$ cat src/pocd_defines.vh
// Contract
// - Command register is write-only, 32 bits wide, at register offset 7C.
// - Command contents stay frozen from operation start until it finishes.
// - Byte lanes map little- or big-endian per selected interface byte order.
// - Writing the most significant byte starts operations, except draw-and-step and line draw.
// - Draw-and-step and line draw start only on direction-steps register write.
// - Byte 3 bits 7-6: background source; 00 colour, 10 source map.
// - Byte 3 bits 5-4: foreground source; 00 colour, 10 source map.
// - Byte 3 bits 3-0 function: 2,3,4,5 step/line read/write codes.
// - Function codes 8,9,A are block transfers; others listed are reserved.
// - Byte 2 bits 7-4 select source map A, B or C.
// - Byte 2 bits 3-0 select destination map A, B or C.
// - Byte 1 bits 7-4 select pattern map A, B or C.
// - Pattern code 1000 forces every pattern pixel to one, foreground mix.
// - Pattern code 1001 derives pattern from source: nonzero means foreground.
// - Byte 0 bits 7-6 mask map mode: off, boundary, enabled, reserved.
// - Byte 0 bits 5-4 draw style: all, first null, last null, boundary.
// - Byte 0 bits 2-0 are x direction, y direction and major axis bits.
// - Foreground colour register at 58 supplies colour, low depth bits only.
// - Background colour register at 5C supplies colour, low depth bits only.
`ifndef POCD_DEFINES_VH
`define POCD_DEFINES_VH

`define POCD_OFS_CMD       7'h7C
`define POCD_OFS_FG_COLOUR 7'h58
`define POCD_OFS_BG_COLOUR 7'h5C
`define POCD_OFS_DIR_STEPS 7'h2C

`define POCD_CMD_RESET     32'h00000000
`define POCD_COLOUR_RESET  32'h00000000

`define POCD_SRC_COLOUR    2'h0
`define POCD_SRC_MAP       2'h2

`define POCD_FN_DS_READ    4'h2
`define POCD_FN_LINE_READ  4'h3
`define POCD_FN_DS_WRITE   4'h4
`define POCD_FN_LINE_WRITE 4'h5
`define POCD_FN_BLT        4'h8
`define POCD_FN_INV_BLT    4'h9
`define POCD_FN_FILL_BLT   4'hA

`define POCD_MAP_A         4'h1
`define POCD_MAP_B         4'h2
`define POCD_MAP_C         4'h3
`define POCD_PAT_FIXED_FG  4'h8
`define POCD_PAT_FROM_SRC  4'h9

`define POCD_MSK_OFF       2'h0
`define POCD_MSK_BOUNDARY  2'h1
`define POCD_MSK_ON        2'h2

`define POCD_BS_MSB  31
`define POCD_FS_MSB  29
`define POCD_FN_MSB  27
`define POCD_SRC_MSB 23
`define POCD_DST_MSB 19
`define POCD_PAT_MSB 15
`define POCD_MSK_MSB 7
`define POCD_DM_MSB  5
`define POCD_DX_BIT  2
`define POCD_DY_BIT  1
`define POCD_DZ_BIT  0

`endif

$ cat src/pocd_lane_map.v
`default_nettype none
// Maps bus byte lanes to command byte numbers for the selected byte order
module pocd_lane_map
(
  input  wire        big_endian_i,
  input  wire [31:0] wdata_i,
  input  wire [3:0]  be_i,
  output wire [31:0] data_o,
  output wire [3:0]  be_o
);

  assign data_o = big_endian_i ?
                  {wdata_i[7:0], wdata_i[15:8],
                   wdata_i[23:16], wdata_i[31:24]} : wdata_i;
  assign be_o   = big_endian_i ?
                  {be_i[0], be_i[1], be_i[2], be_i[3]} : be_i;

endmodule // pocd_lane_map
`default_nettype wire

$ cat src/pocd_decoder.v
`include "pocd_defines.vh"
`default_nettype none
module pocd_decoder
#(
  parameter PIX_W = 32
)
(
  input  wire             clk_i,
  input  wire             nrst_i,
  input  wire             big_endian_i,
  input  wire             wr_i,
  input  wire [6:0]       addr_i,
  input  wire [31:0]      wdata_i,
  input  wire [3:0]       be_i,
  input  wire             op_done_i,
  input  wire [5:0]       dest_depth_i,
  input  wire             pattern_pixel_i,
  input  wire             source_nonzero_i,
  input  wire [PIX_W-1:0] source_pixel_i,
  output wire             wr_ready_o,
  output reg              op_start_o,
  output reg              busy_o,
  output reg  [1:0]       background_source_select_o,
  output reg  [1:0]       foreground_source_select_o,
  output reg  [3:0]       function_code_o,
  output reg              rectangle_block_transfer_o,
  output reg              inverting_block_transfer_o,
  output reg              area_fill_block_transfer_o,
  output reg              draw_and_step_o,
  output reg              line_draw_o,
  output reg              step_read_o,
  output reg              fn_reserved_o,
  output reg  [3:0]       source_map_o,
  output reg  [3:0]       dest_map_o,
  output reg  [3:0]       pattern_map_o,
  output reg              pattern_fixed_o,
  output reg              pattern_from_source_o,
  output reg  [1:0]       scissor_map_mode_o,
  output reg  [1:0]       draw_style_o,
  output reg              x_direction_bit_o,
  output reg              y_direction_bit_o,
  output reg              major_axis_bit_o,
  output wire             pattern_eff_o,
  output wire [PIX_W-1:0] mix_source_o
);

  localparam ST_IDLE = 2'b01;
  localparam ST_BUSY = 2'b10;

  reg  [1:0]       state;
  reg  [31:0]      cmd;
  reg  [31:0]      fg_colour;
  reg  [31:0]      bg_colour;
  reg  [31:0]      next_cmd;
  reg              next_start;
  reg  [1:0]       next_state;
  reg  [PIX_W-1:0] depth_mask;
  reg  [PIX_W-1:0] colour_sel;
  wire [31:0]      lane_data;
  wire [3:0]       lane_be;
  wire             hit_cmd;
  wire             hit_fg;
  wire             hit_bg;
  wire             hit_steps;
  wire [3:0]       new_fn;
  wire             new_is_step;
  wire             cur_is_step;
  integer          i;
  integer          j;
  integer          k;

  pocd_lane_map u_lane_map
  (
    .big_endian_i (big_endian_i),
    .wdata_i      (wdata_i),
    .be_i         (be_i),
    .data_o       (lane_data),
    .be_o         (lane_be)
  );

  assign hit_cmd   = wr_i && (addr_i == `POCD_OFS_CMD);
  assign hit_fg    = wr_i && (addr_i == `POCD_OFS_FG_COLOUR);
  assign hit_bg    = wr_i && (addr_i == `POCD_OFS_BG_COLOUR);
  assign hit_steps = wr_i && (addr_i == `POCD_OFS_DIR_STEPS);

  // Ready is low while an operation runs; command writes are dropped so the command stays frozen
  assign wr_ready_o = (state == ST_IDLE);

  always @*
  begin
    next_cmd = cmd;
    for (i = 0; i < 4; i = i + 1)
    begin
      if (lane_be[i])
      begin
        next_cmd[i*8 +: 8] = lane_data[i*8 +: 8];
      end
    end
  end

  assign new_fn      = next_cmd[`POCD_FN_MSB -: 4];
  assign new_is_step = (new_fn == `POCD_FN_DS_READ) ||
                       (new_fn == `POCD_FN_LINE_READ) ||
                       (new_fn == `POCD_FN_DS_WRITE) ||
                       (new_fn == `POCD_FN_LINE_WRITE);
  // A steps write carries no command bytes, so judge the stored function
  assign cur_is_step = (cmd[`POCD_FN_MSB -: 4] == `POCD_FN_DS_READ) ||
                       (cmd[`POCD_FN_MSB -: 4] == `POCD_FN_LINE_READ) ||
                       (cmd[`POCD_FN_MSB -: 4] == `POCD_FN_DS_WRITE) ||
                       (cmd[`POCD_FN_MSB -: 4] == `POCD_FN_LINE_WRITE);

  always @*
  begin
    next_start = 1'b0;
    next_state = state;
    case (state)
      ST_IDLE:
      begin
        if (hit_cmd && lane_be[3] && !new_is_step)
        begin
          next_start = 1'b1;
        end
        if (hit_steps && cur_is_step)
        begin
          next_start = 1'b1;
        end
        if (next_start)
        begin
          next_state = ST_BUSY;
        end
      end
      ST_BUSY:
      begin
        if (op_done_i)
        begin
          next_state = ST_IDLE;
        end
      end
      default:
      begin
        next_state = ST_IDLE;
      end
    endcase
  end

  always @(posedge clk_i)
  begin
    if (!nrst_i)
    begin
      state      <= ST_IDLE;
      cmd        <= `POCD_CMD_RESET;
      fg_colour  <= `POCD_COLOUR_RESET;
      bg_colour  <= `POCD_COLOUR_RESET;
      op_start_o <= 1'b0;
      busy_o     <= 1'b0;
    end
    else
    begin
      state      <= next_state;
      op_start_o <= next_start;
      busy_o     <= (next_state == ST_BUSY);
      if (hit_cmd && state == ST_IDLE)
      begin
        cmd <= next_cmd;
      end
      for (j = 0; j < 4; j = j + 1)
      begin
        if (hit_fg && lane_be[j])
        begin
          fg_colour[j*8 +: 8] <= lane_data[j*8 +: 8];
        end
        if (hit_bg && lane_be[j])
        begin
          bg_colour[j*8 +: 8] <= lane_data[j*8 +: 8];
        end
      end
    end
  end

  // Field decode registered from the stored command
  always @(posedge clk_i)
  begin
    if (!nrst_i)
    begin
      background_source_select_o <= 2'h0;
      foreground_source_select_o <= 2'h0;
      function_code_o            <= 4'h0;
      rectangle_block_transfer_o <= 1'b0;
      inverting_block_transfer_o <= 1'b0;
      area_fill_block_transfer_o <= 1'b0;
      draw_and_step_o            <= 1'b0;
      line_draw_o                <= 1'b0;
      step_read_o                <= 1'b0;
      fn_reserved_o              <= 1'b0;
      source_map_o               <= 4'h0;
      dest_map_o                 <= 4'h0;
      pattern_map_o              <= 4'h0;
      pattern_fixed_o            <= 1'b0;
      pattern_from_source_o      <= 1'b0;
      scissor_map_mode_o         <= 2'h0;
      draw_style_o               <= 2'h0;
      x_direction_bit_o          <= 1'b0;
      y_direction_bit_o          <= 1'b0;
      major_axis_bit_o           <= 1'b0;
    end
    else
    begin
      background_source_select_o <= cmd[`POCD_BS_MSB -: 2];
      foreground_source_select_o <= cmd[`POCD_FS_MSB -: 2];
      function_code_o            <= cmd[`POCD_FN_MSB -: 4];
      rectangle_block_transfer_o <=
        (cmd[`POCD_FN_MSB -: 4] == `POCD_FN_BLT);
      inverting_block_transfer_o <=
        (cmd[`POCD_FN_MSB -: 4] == `POCD_FN_INV_BLT);
      area_fill_block_transfer_o <=
        (cmd[`POCD_FN_MSB -: 4] == `POCD_FN_FILL_BLT);
      draw_and_step_o <=
        (cmd[`POCD_FN_MSB -: 4] == `POCD_FN_DS_READ) ||
        (cmd[`POCD_FN_MSB -: 4] == `POCD_FN_DS_WRITE);
      line_draw_o <=
        (cmd[`POCD_FN_MSB -: 4] == `POCD_FN_LINE_READ) ||
        (cmd[`POCD_FN_MSB -: 4] == `POCD_FN_LINE_WRITE);
      step_read_o <=
        (cmd[`POCD_FN_MSB -: 4] == `POCD_FN_DS_READ) ||
        (cmd[`POCD_FN_MSB -: 4] == `POCD_FN_LINE_READ);
      fn_reserved_o <=
        (cmd[`POCD_FN_MSB -: 4] < `POCD_FN_DS_READ) ||
        (cmd[`POCD_FN_MSB -: 4] == 4'h6) ||
        (cmd[`POCD_FN_MSB -: 4] == 4'h7) ||
        (cmd[`POCD_FN_MSB -: 4] > `POCD_FN_FILL_BLT);
      source_map_o          <= cmd[`POCD_SRC_MSB -: 4];
      dest_map_o            <= cmd[`POCD_DST_MSB -: 4];
      pattern_map_o         <= cmd[`POCD_PAT_MSB -: 4];
      pattern_fixed_o       <=
        (cmd[`POCD_PAT_MSB -: 4] == `POCD_PAT_FIXED_FG);
      pattern_from_source_o <=
        (cmd[`POCD_PAT_MSB -: 4] == `POCD_PAT_FROM_SRC);
      scissor_map_mode_o    <= cmd[`POCD_MSK_MSB -: 2];
      draw_style_o          <= cmd[`POCD_DM_MSB -: 2];
      x_direction_bit_o     <= cmd[`POCD_DX_BIT];
      y_direction_bit_o     <= cmd[`POCD_DY_BIT];
      major_axis_bit_o      <= cmd[`POCD_DZ_BIT];
    end
  end

  // Effective pattern pixel for the current pixel
  assign pattern_eff_o = pattern_fixed_o ? 1'b1 :
                         pattern_from_source_o ? source_nonzero_i :
                         pattern_pixel_i;

  always @*
  begin
    depth_mask = {PIX_W{1'b0}};
    for (k = 0; k < PIX_W; k = k + 1)
    begin
      if (k < dest_depth_i)
      begin
        depth_mask[k] = 1'b1;
      end
    end
  end

  // Mix source: colour registers trimmed to destination depth, or the untrimmed source pixel when source map is selected
  always @*
  begin
    colour_sel = {PIX_W{1'b0}};
    if (pattern_eff_o)
    begin
      if (foreground_source_select_o == `POCD_SRC_MAP)
      begin
        colour_sel = source_pixel_i;
      end
      else
      begin
        colour_sel = fg_colour[PIX_W-1:0] & depth_mask;
      end
    end
    else
    begin
      if (background_source_select_o == `POCD_SRC_MAP)
      begin
        colour_sel = source_pixel_i;
      end
      else
      begin
        colour_sel = bg_colour[PIX_W-1:0] & depth_mask;
      end
    end
  end

  assign mix_source_o = colour_sel;

endmodule // pocd_decoder
`default_nettype wire

$ cat config.mk
export PLATFORM = sky130hd
export DESIGN_NAME = pocd_decoder
export DESIGN_NICKNAME = d
export VERILOG_FILES = /design/src/pocd_lane_map.v /design/src/pocd_decoder.v
export VERILOG_INCLUDE_DIRS = /design/src /design/src/src
export SDC_FILE = /design/constraint.sdc
export NUM_CORES = 1
export LEC_CHECK = 0
export BUFFER_PORTS_ARGS = -buffer_cell sky130_fd_sc_hd__clkbuf_2
export CAP_MARGIN = 20
export CORE_MARGIN = 2
export CORE_UTILIZATION = 52
export DETAILED_ROUTE_END_ITERATION = 10
export GPL_TIMING_DRIVEN = 0
export PLACE_DENSITY = 0.75
export SLEW_MARGIN = 25
export SYNTH_ARGS = -nofsm -noshare
export SYNTH_HDL_FRONTEND = slang
export SYNTH_SLANG_ARGS = --single-unit
$ cat constraint.sdc
create_clock -name clk_i -period 3.5 [get_ports clk_i]
set_clock_uncertainty 0.1 [all_clocks]
set_input_delay 0.35 -clock clk_i [delete_from_list [all_inputs] [get_ports clk_i]]
set_output_delay 0.35 -clock clk_i [all_outputs]
set_load 0.05 [all_outputs]
Word level (Yosys, flattened, before mapping)
Cells that the tools add are included.
Widths: inputs -> output; s select.

operators by class
  $add $sub $neg = 0
  $mul = 0
  div/mod/pow operators = 0
  equality and inequality tests = 24
  $lt $le $gt $ge = 34
  multiplexer cells = 46
  shifts and indexed selects = 0
  bitwise logic cells = 2
  reduce and logical (&&, ||, !) cells = 33

operators by type and width
  operator            number
  $mux 32             4
  $lt 5x6->1 const A  16
  $and 32x32->32      2
  $lt 4x6->1 const A  8
  $mux 1              37
  $eq 4x3->1 const B  6
  $lt 3x6->1 const A  4
  $eq 7x7->1 const B  3
  $eq 4x4->1 const B  5
  $eq 4x2->1 const B  4
  $logic_and 1x1->1   16
  $lt 1x6->1 const A  2
  $lt 2x6->1 const A  2
  $logic_or 1x1->1    11
  $reduce_and 2->1    5
  $eq 2x2->1 const B  4
  $mux 4              2
  $eq 7x6->1 const B  1
  $gt 4x4->1 const B  1
  $lt 4x2->1 const B  1
  $mux 2              2
  $pmux 2 s2          1
  $eq 2x1->1 const B  1
  $logic_not 1->1     1

storage, ports and cells
  memory bits (writable) = 0
  bits in read-only memories = 0
  memories = 0
  bits of input ports = 88
  latch bits = 0
  register bits = 136
  word-level logic and storage cells = 175
  output and inout bits = 72

Logic depth before layout (Yosys ltp)
  word-level depth = 14
  depth in mapped cells = 8

Cells and area by module
From an unflattened synthesis, not the netlist that was laid out.

unflattened totals
  cells, all modules = 654
  area total of the unflattened synthesis = 6175.9 sq um

by module, submodules not included
  module         area each (sq um)  seq. area each (sq um)  times used  cells an instance
  pocd_decoder   5586.6             2622.5                  1           614
  pocd_lane_map  589.3              0.0                     1           40

Least setup slack after synthesis
OpenSTA, ideal clock, no wires.

  kind = register -> output
  start = register foreground_source_select_o[0]
  end = output port mix_source_o[29]
  slack = 0.256 ns
  stages on the path, launching flop included = 7
  data required time = 3.050 ns
  arrival time = 2.794 ns
  cells stage by stage = dfxtp_1 -> nand2b_1 -> clkbuf_1 -> o31a_1 -> clkbuf_1 -> nor3_1 -> a211oi_1

between the ends
  word-level cells in the longest chain between the ends = 3

RTL lines
  what                         RTL line            source
  start: declaration           pocd_decoder.v:24   output reg [1:0] foreground_source_select_o,
  start signal: assignment     pocd_decoder.v:209  foreground_source_select_o <= cmd[`POCD_FS_MSB -: 2];
  $eq 2x2->1 (no source line)  --
  $mux 32                      pocd_decoder.v:269  if (foreground_source_select_o == `POCD_SRC_MAP)
  $mux 32                      pocd_decoder.v:267  if (pattern_eff_o)
  end: declaration             pocd_decoder.v:44   output wire [PIX_W-1:0] mix_source_o

No other way between the ends.

Final worst setup path
  start = register background_source_select_o[1]
  end = output port mix_source_o[22]

between the ends
  word-level cells in the longest chain between the ends = 3

RTL lines
  what                         RTL line            source
  start: declaration           pocd_decoder.v:23   output reg [1:0] background_source_select_o,
  start signal: assignment     pocd_decoder.v:208  background_source_select_o <= cmd[`POCD_BS_MSB -: 2];
  $eq 2x2->1 (no source line)  --
  $mux 32                      pocd_decoder.v:280  if (background_source_select_o == `POCD_SRC_MAP)
  $mux 32                      pocd_decoder.v:267

No other way between the ends.

==> impl_metrics.env <==
export IMPL_detailed_place_hpwl_um=14100
export IMPL_drv_cap=0
export IMPL_finalCriticalPeriod_ns=3.37
export IMPL_ios=160
export IMPL_synth_top_area_share_pct=44.6
export IMPL_synth_area_leader_cell="dfxtp_1"
export IMPL_grt_max_degree=17
export IMPL_grt_pass1_vias=5495
export IMPL_synthArstFlopShare_pct=0
export IMPL_cts_repair_resized=0
export IMPL_worstPathArrival_ns=2.92
export IMPL_io_buffers=158
export IMPL_end_kind="output port"
export IMPL_initial_core_util_pct=53.7
export IMPL_vdd_drop_max_v=0.000503
export IMPL_cts_root_buffer="clkbuf_16"
export IMPL_whs_path_depth=3
export IMPL_yosysSeqAreaShare_pct=44.6
export IMPL_drc=0
export IMPL_setup_tns_ns=0
export IMPL_outcome="completed"
export IMPL_grt_setup_unrepaired="no"
export IMPL_drtIter0Drc=467
export IMPL_criticalPathCategory="flop to output port"
export IMPL_dpl_cell_area_sq_um=6840
export IMPL_yosysWarnings=0
export IMPL_nets=936
export IMPL_antenna_cells=0
export IMPL_synth_avg_cell_area_sq_um=8.78
export IMPL_cp_start_kind="flop"
export IMPL_worstPathMaxFanout=10
export IMPL_dieArea_sq_um=12200
export IMPL_fin_area_sq_um=7500
export IMPL_die_w_um=110
export IMPL_drive_gt1_share_pct=27.0
export IMPL_hold_path_class="input pin to flop"
export IMPL_cts_tree="built"
export IMPL_routabilityCongestion=0.955
export IMPL_ant_nets=0
export IMPL_setup_viol=0
export IMPL_cts_made_buffers=17
export IMPL_via_count=5880
export IMPL_synth_distinct_cells=52
export IMPL_insertion_delay_ns=0.42
export IMPL_hold_viol_final=0
export IMPL_relSlewSlack_pct=28.9
export IMPL_required_ns=3.05
export IMPL_synth_edf_count=0
export IMPL_r2r_cells=7
export IMPL_area_growth_pct=27.7
export IMPL_r2r_slack_ns=1.28
export IMPL_synth_area_leaders="dfxtp_1 45%, a211oi_1 12%, nor2_1 6.8%"
export IMPL_post_cts_setup_buffers=0
export IMPL_final_max_slew_violation_count=0
export IMPL_clkTransAtPathRegs_ns=0.06
export IMPL_cts_path_max_buffers=2
export IMPL_powerDensity_nw_per_um2=513
export IMPL_fill_cells=912
export IMPL_num_rows=38
export IMPL_antenna_found_initial=0
export IMPL_routed_via_density=5.89
export IMPL_layout_setup_ws_ns=0.129
export IMPL_ys_flop_type="dfxtp_1"
export IMPL_synthesis_nets=759
export IMPL_firstDrtPassIters=5
export IMPL_drt_total_wl_um=18800
export IMPL_overflow=0
export IMPL_coreArea_sq_um=10900
export IMPL_grt_pass1_wl_um=28400
export IMPL_max_freq_mhz=297
export IMPL_ys_ff_latch=131
export IMPL_worstMarginPinSlew_ns=1.06
export IMPL_synthCells=669
export IMPL_htreeDepth=4
export IMPL_power_leakage_nw=3.09
export IMPL_wl_per_cell_um=18.8
export IMPL_period_share_pct=96.3
export IMPL_netlist_area_sq_um=5870
export IMPL_dp_slack_ns=0.539
export IMPL_ctsHoldBuffers=0
export IMPL_die_h_um=110
export IMPL_grt_usage_pct=31.5
export IMPL_clkSinkCount=131
## synth_stat cells, types with 9 or more instances
cell,number
clkbuf_1,29
nor2_2,9
o21ai_0,28
buf_2,14
dfxtp_1,131
a22o_1,11
a22oi_1,18
and2_1,27
nand2_1,41
mux2i_1,35
a211oi_1,95
nor2_1,106
a21oi_1,27
## cell usage in the layout, fill, tap and decap left out, types with 3 or more instances in the layout
master and instances:
clkbuf_2 161, dfxtp_1 131, nor2_1 106, a211oi_1 95, nand2_1 41, mux2i_1 35, o21ai_0 28, and2_1 27
clkbuf_1 27, a21oi_1 27, a22oi_1 18, clkbuf_16 17, buf_2 14, a22o_1 11, nor2_2 9, nand2b_1 7
a31oi_1 7, and3_1 7, nor2b_1 6, nor3_1 6, inv_1 6, a21o_1 6, nand3_1 5, or2_2 5
bufinv_16 5, o211ai_1 3, buf_4 3, clkinv_4 3
## routing by layer
layer	global-route usage, %	vias up	share of wire, %
met5	0	-	0
met4	13.2	0	2.8
met3	6.23	44	7.3
met2	52.1	265	49
met1	40.0	2784	41
li1	-	2787	-
## metrics by stage
stage	total power, mW	cells	util (%)	hold slack (ns)
after global placement	1.90	967	62.6	0.339
after CTS	3.85	999	68.6	0.182
final	3.85	999	68.6	0.186
after detailed placement	1.90	967	62.6	0.345
after global routing	3.95	999	68.6	0.215
after floorplan	1.76	669	-	0.328
## state kept, by name, summed over array words and instances (netlist names), 2 cells and up
register                    flops
fg_colour                      32
dest_map_o                      4
foreground_source_select_o      2
draw_style_o                    2
pattern_map_o                   4
background_source_select_o      2
bg_colour                      32
source_map_o                    4
cmd                            27
scissor_map_mode_o              2
state                           2
function_code_o                 4
## cell type report
class                           count  area (sq um)  area share [%]
Multi-Input combinational cell    484          3020            40.3
Inverter                            6          22.5           0.300
Timing Repair Buffer              158           791            10.5
Sequential cell                   131          2620            35.0
Buffer                             48           213            2.83
Clock inverter                     12           203            2.70
Tap cell                          140           175            2.33
Clock buffer                       20           457            6.09
## where the power goes
group	internal [mW]	switching (mW)
clock	1.30	0.664
sequential	1.50	0.00347
combinational	0.114	0.265
total	2.91	0.933
## cell families after synthesis
logic type                 count (synthesis)  share of synthesized area (%)
DFF                                      131                           44.6
AOI/OAI and AO/OA                        209                           24.9
adders and majority gates                  2                          0.426
xor gates and xnor gates                   2                          0.298
muxes                                     36                           6.35
buffers and inverters                     54                           3.94
and+or+nand+nor                          235                           19.5
## path summary, 6_finish.rpt
check	from	to
hold reg to reg	cmd[18]	dest_map_o[2]
setup reg to reg	state[0]	cmd[1]
setup / recovery	background_source_select_o[1]	mix_source_o[22]
hold / removal	nrst_i	op_start_o
## worst max-delay path, cell delays in order, from the launching register on
cell      delay (ns)
dfxtp_1         0.32
nor2b_1         0.13
clkbuf_1        0.29
nor4_4          0.49
clkbuf_1        0.52
a22oi_1         0.22
o21ai_0         0.22
clkbuf_2        0.31
No activity file was read; power rests on OpenSTA's default activity.
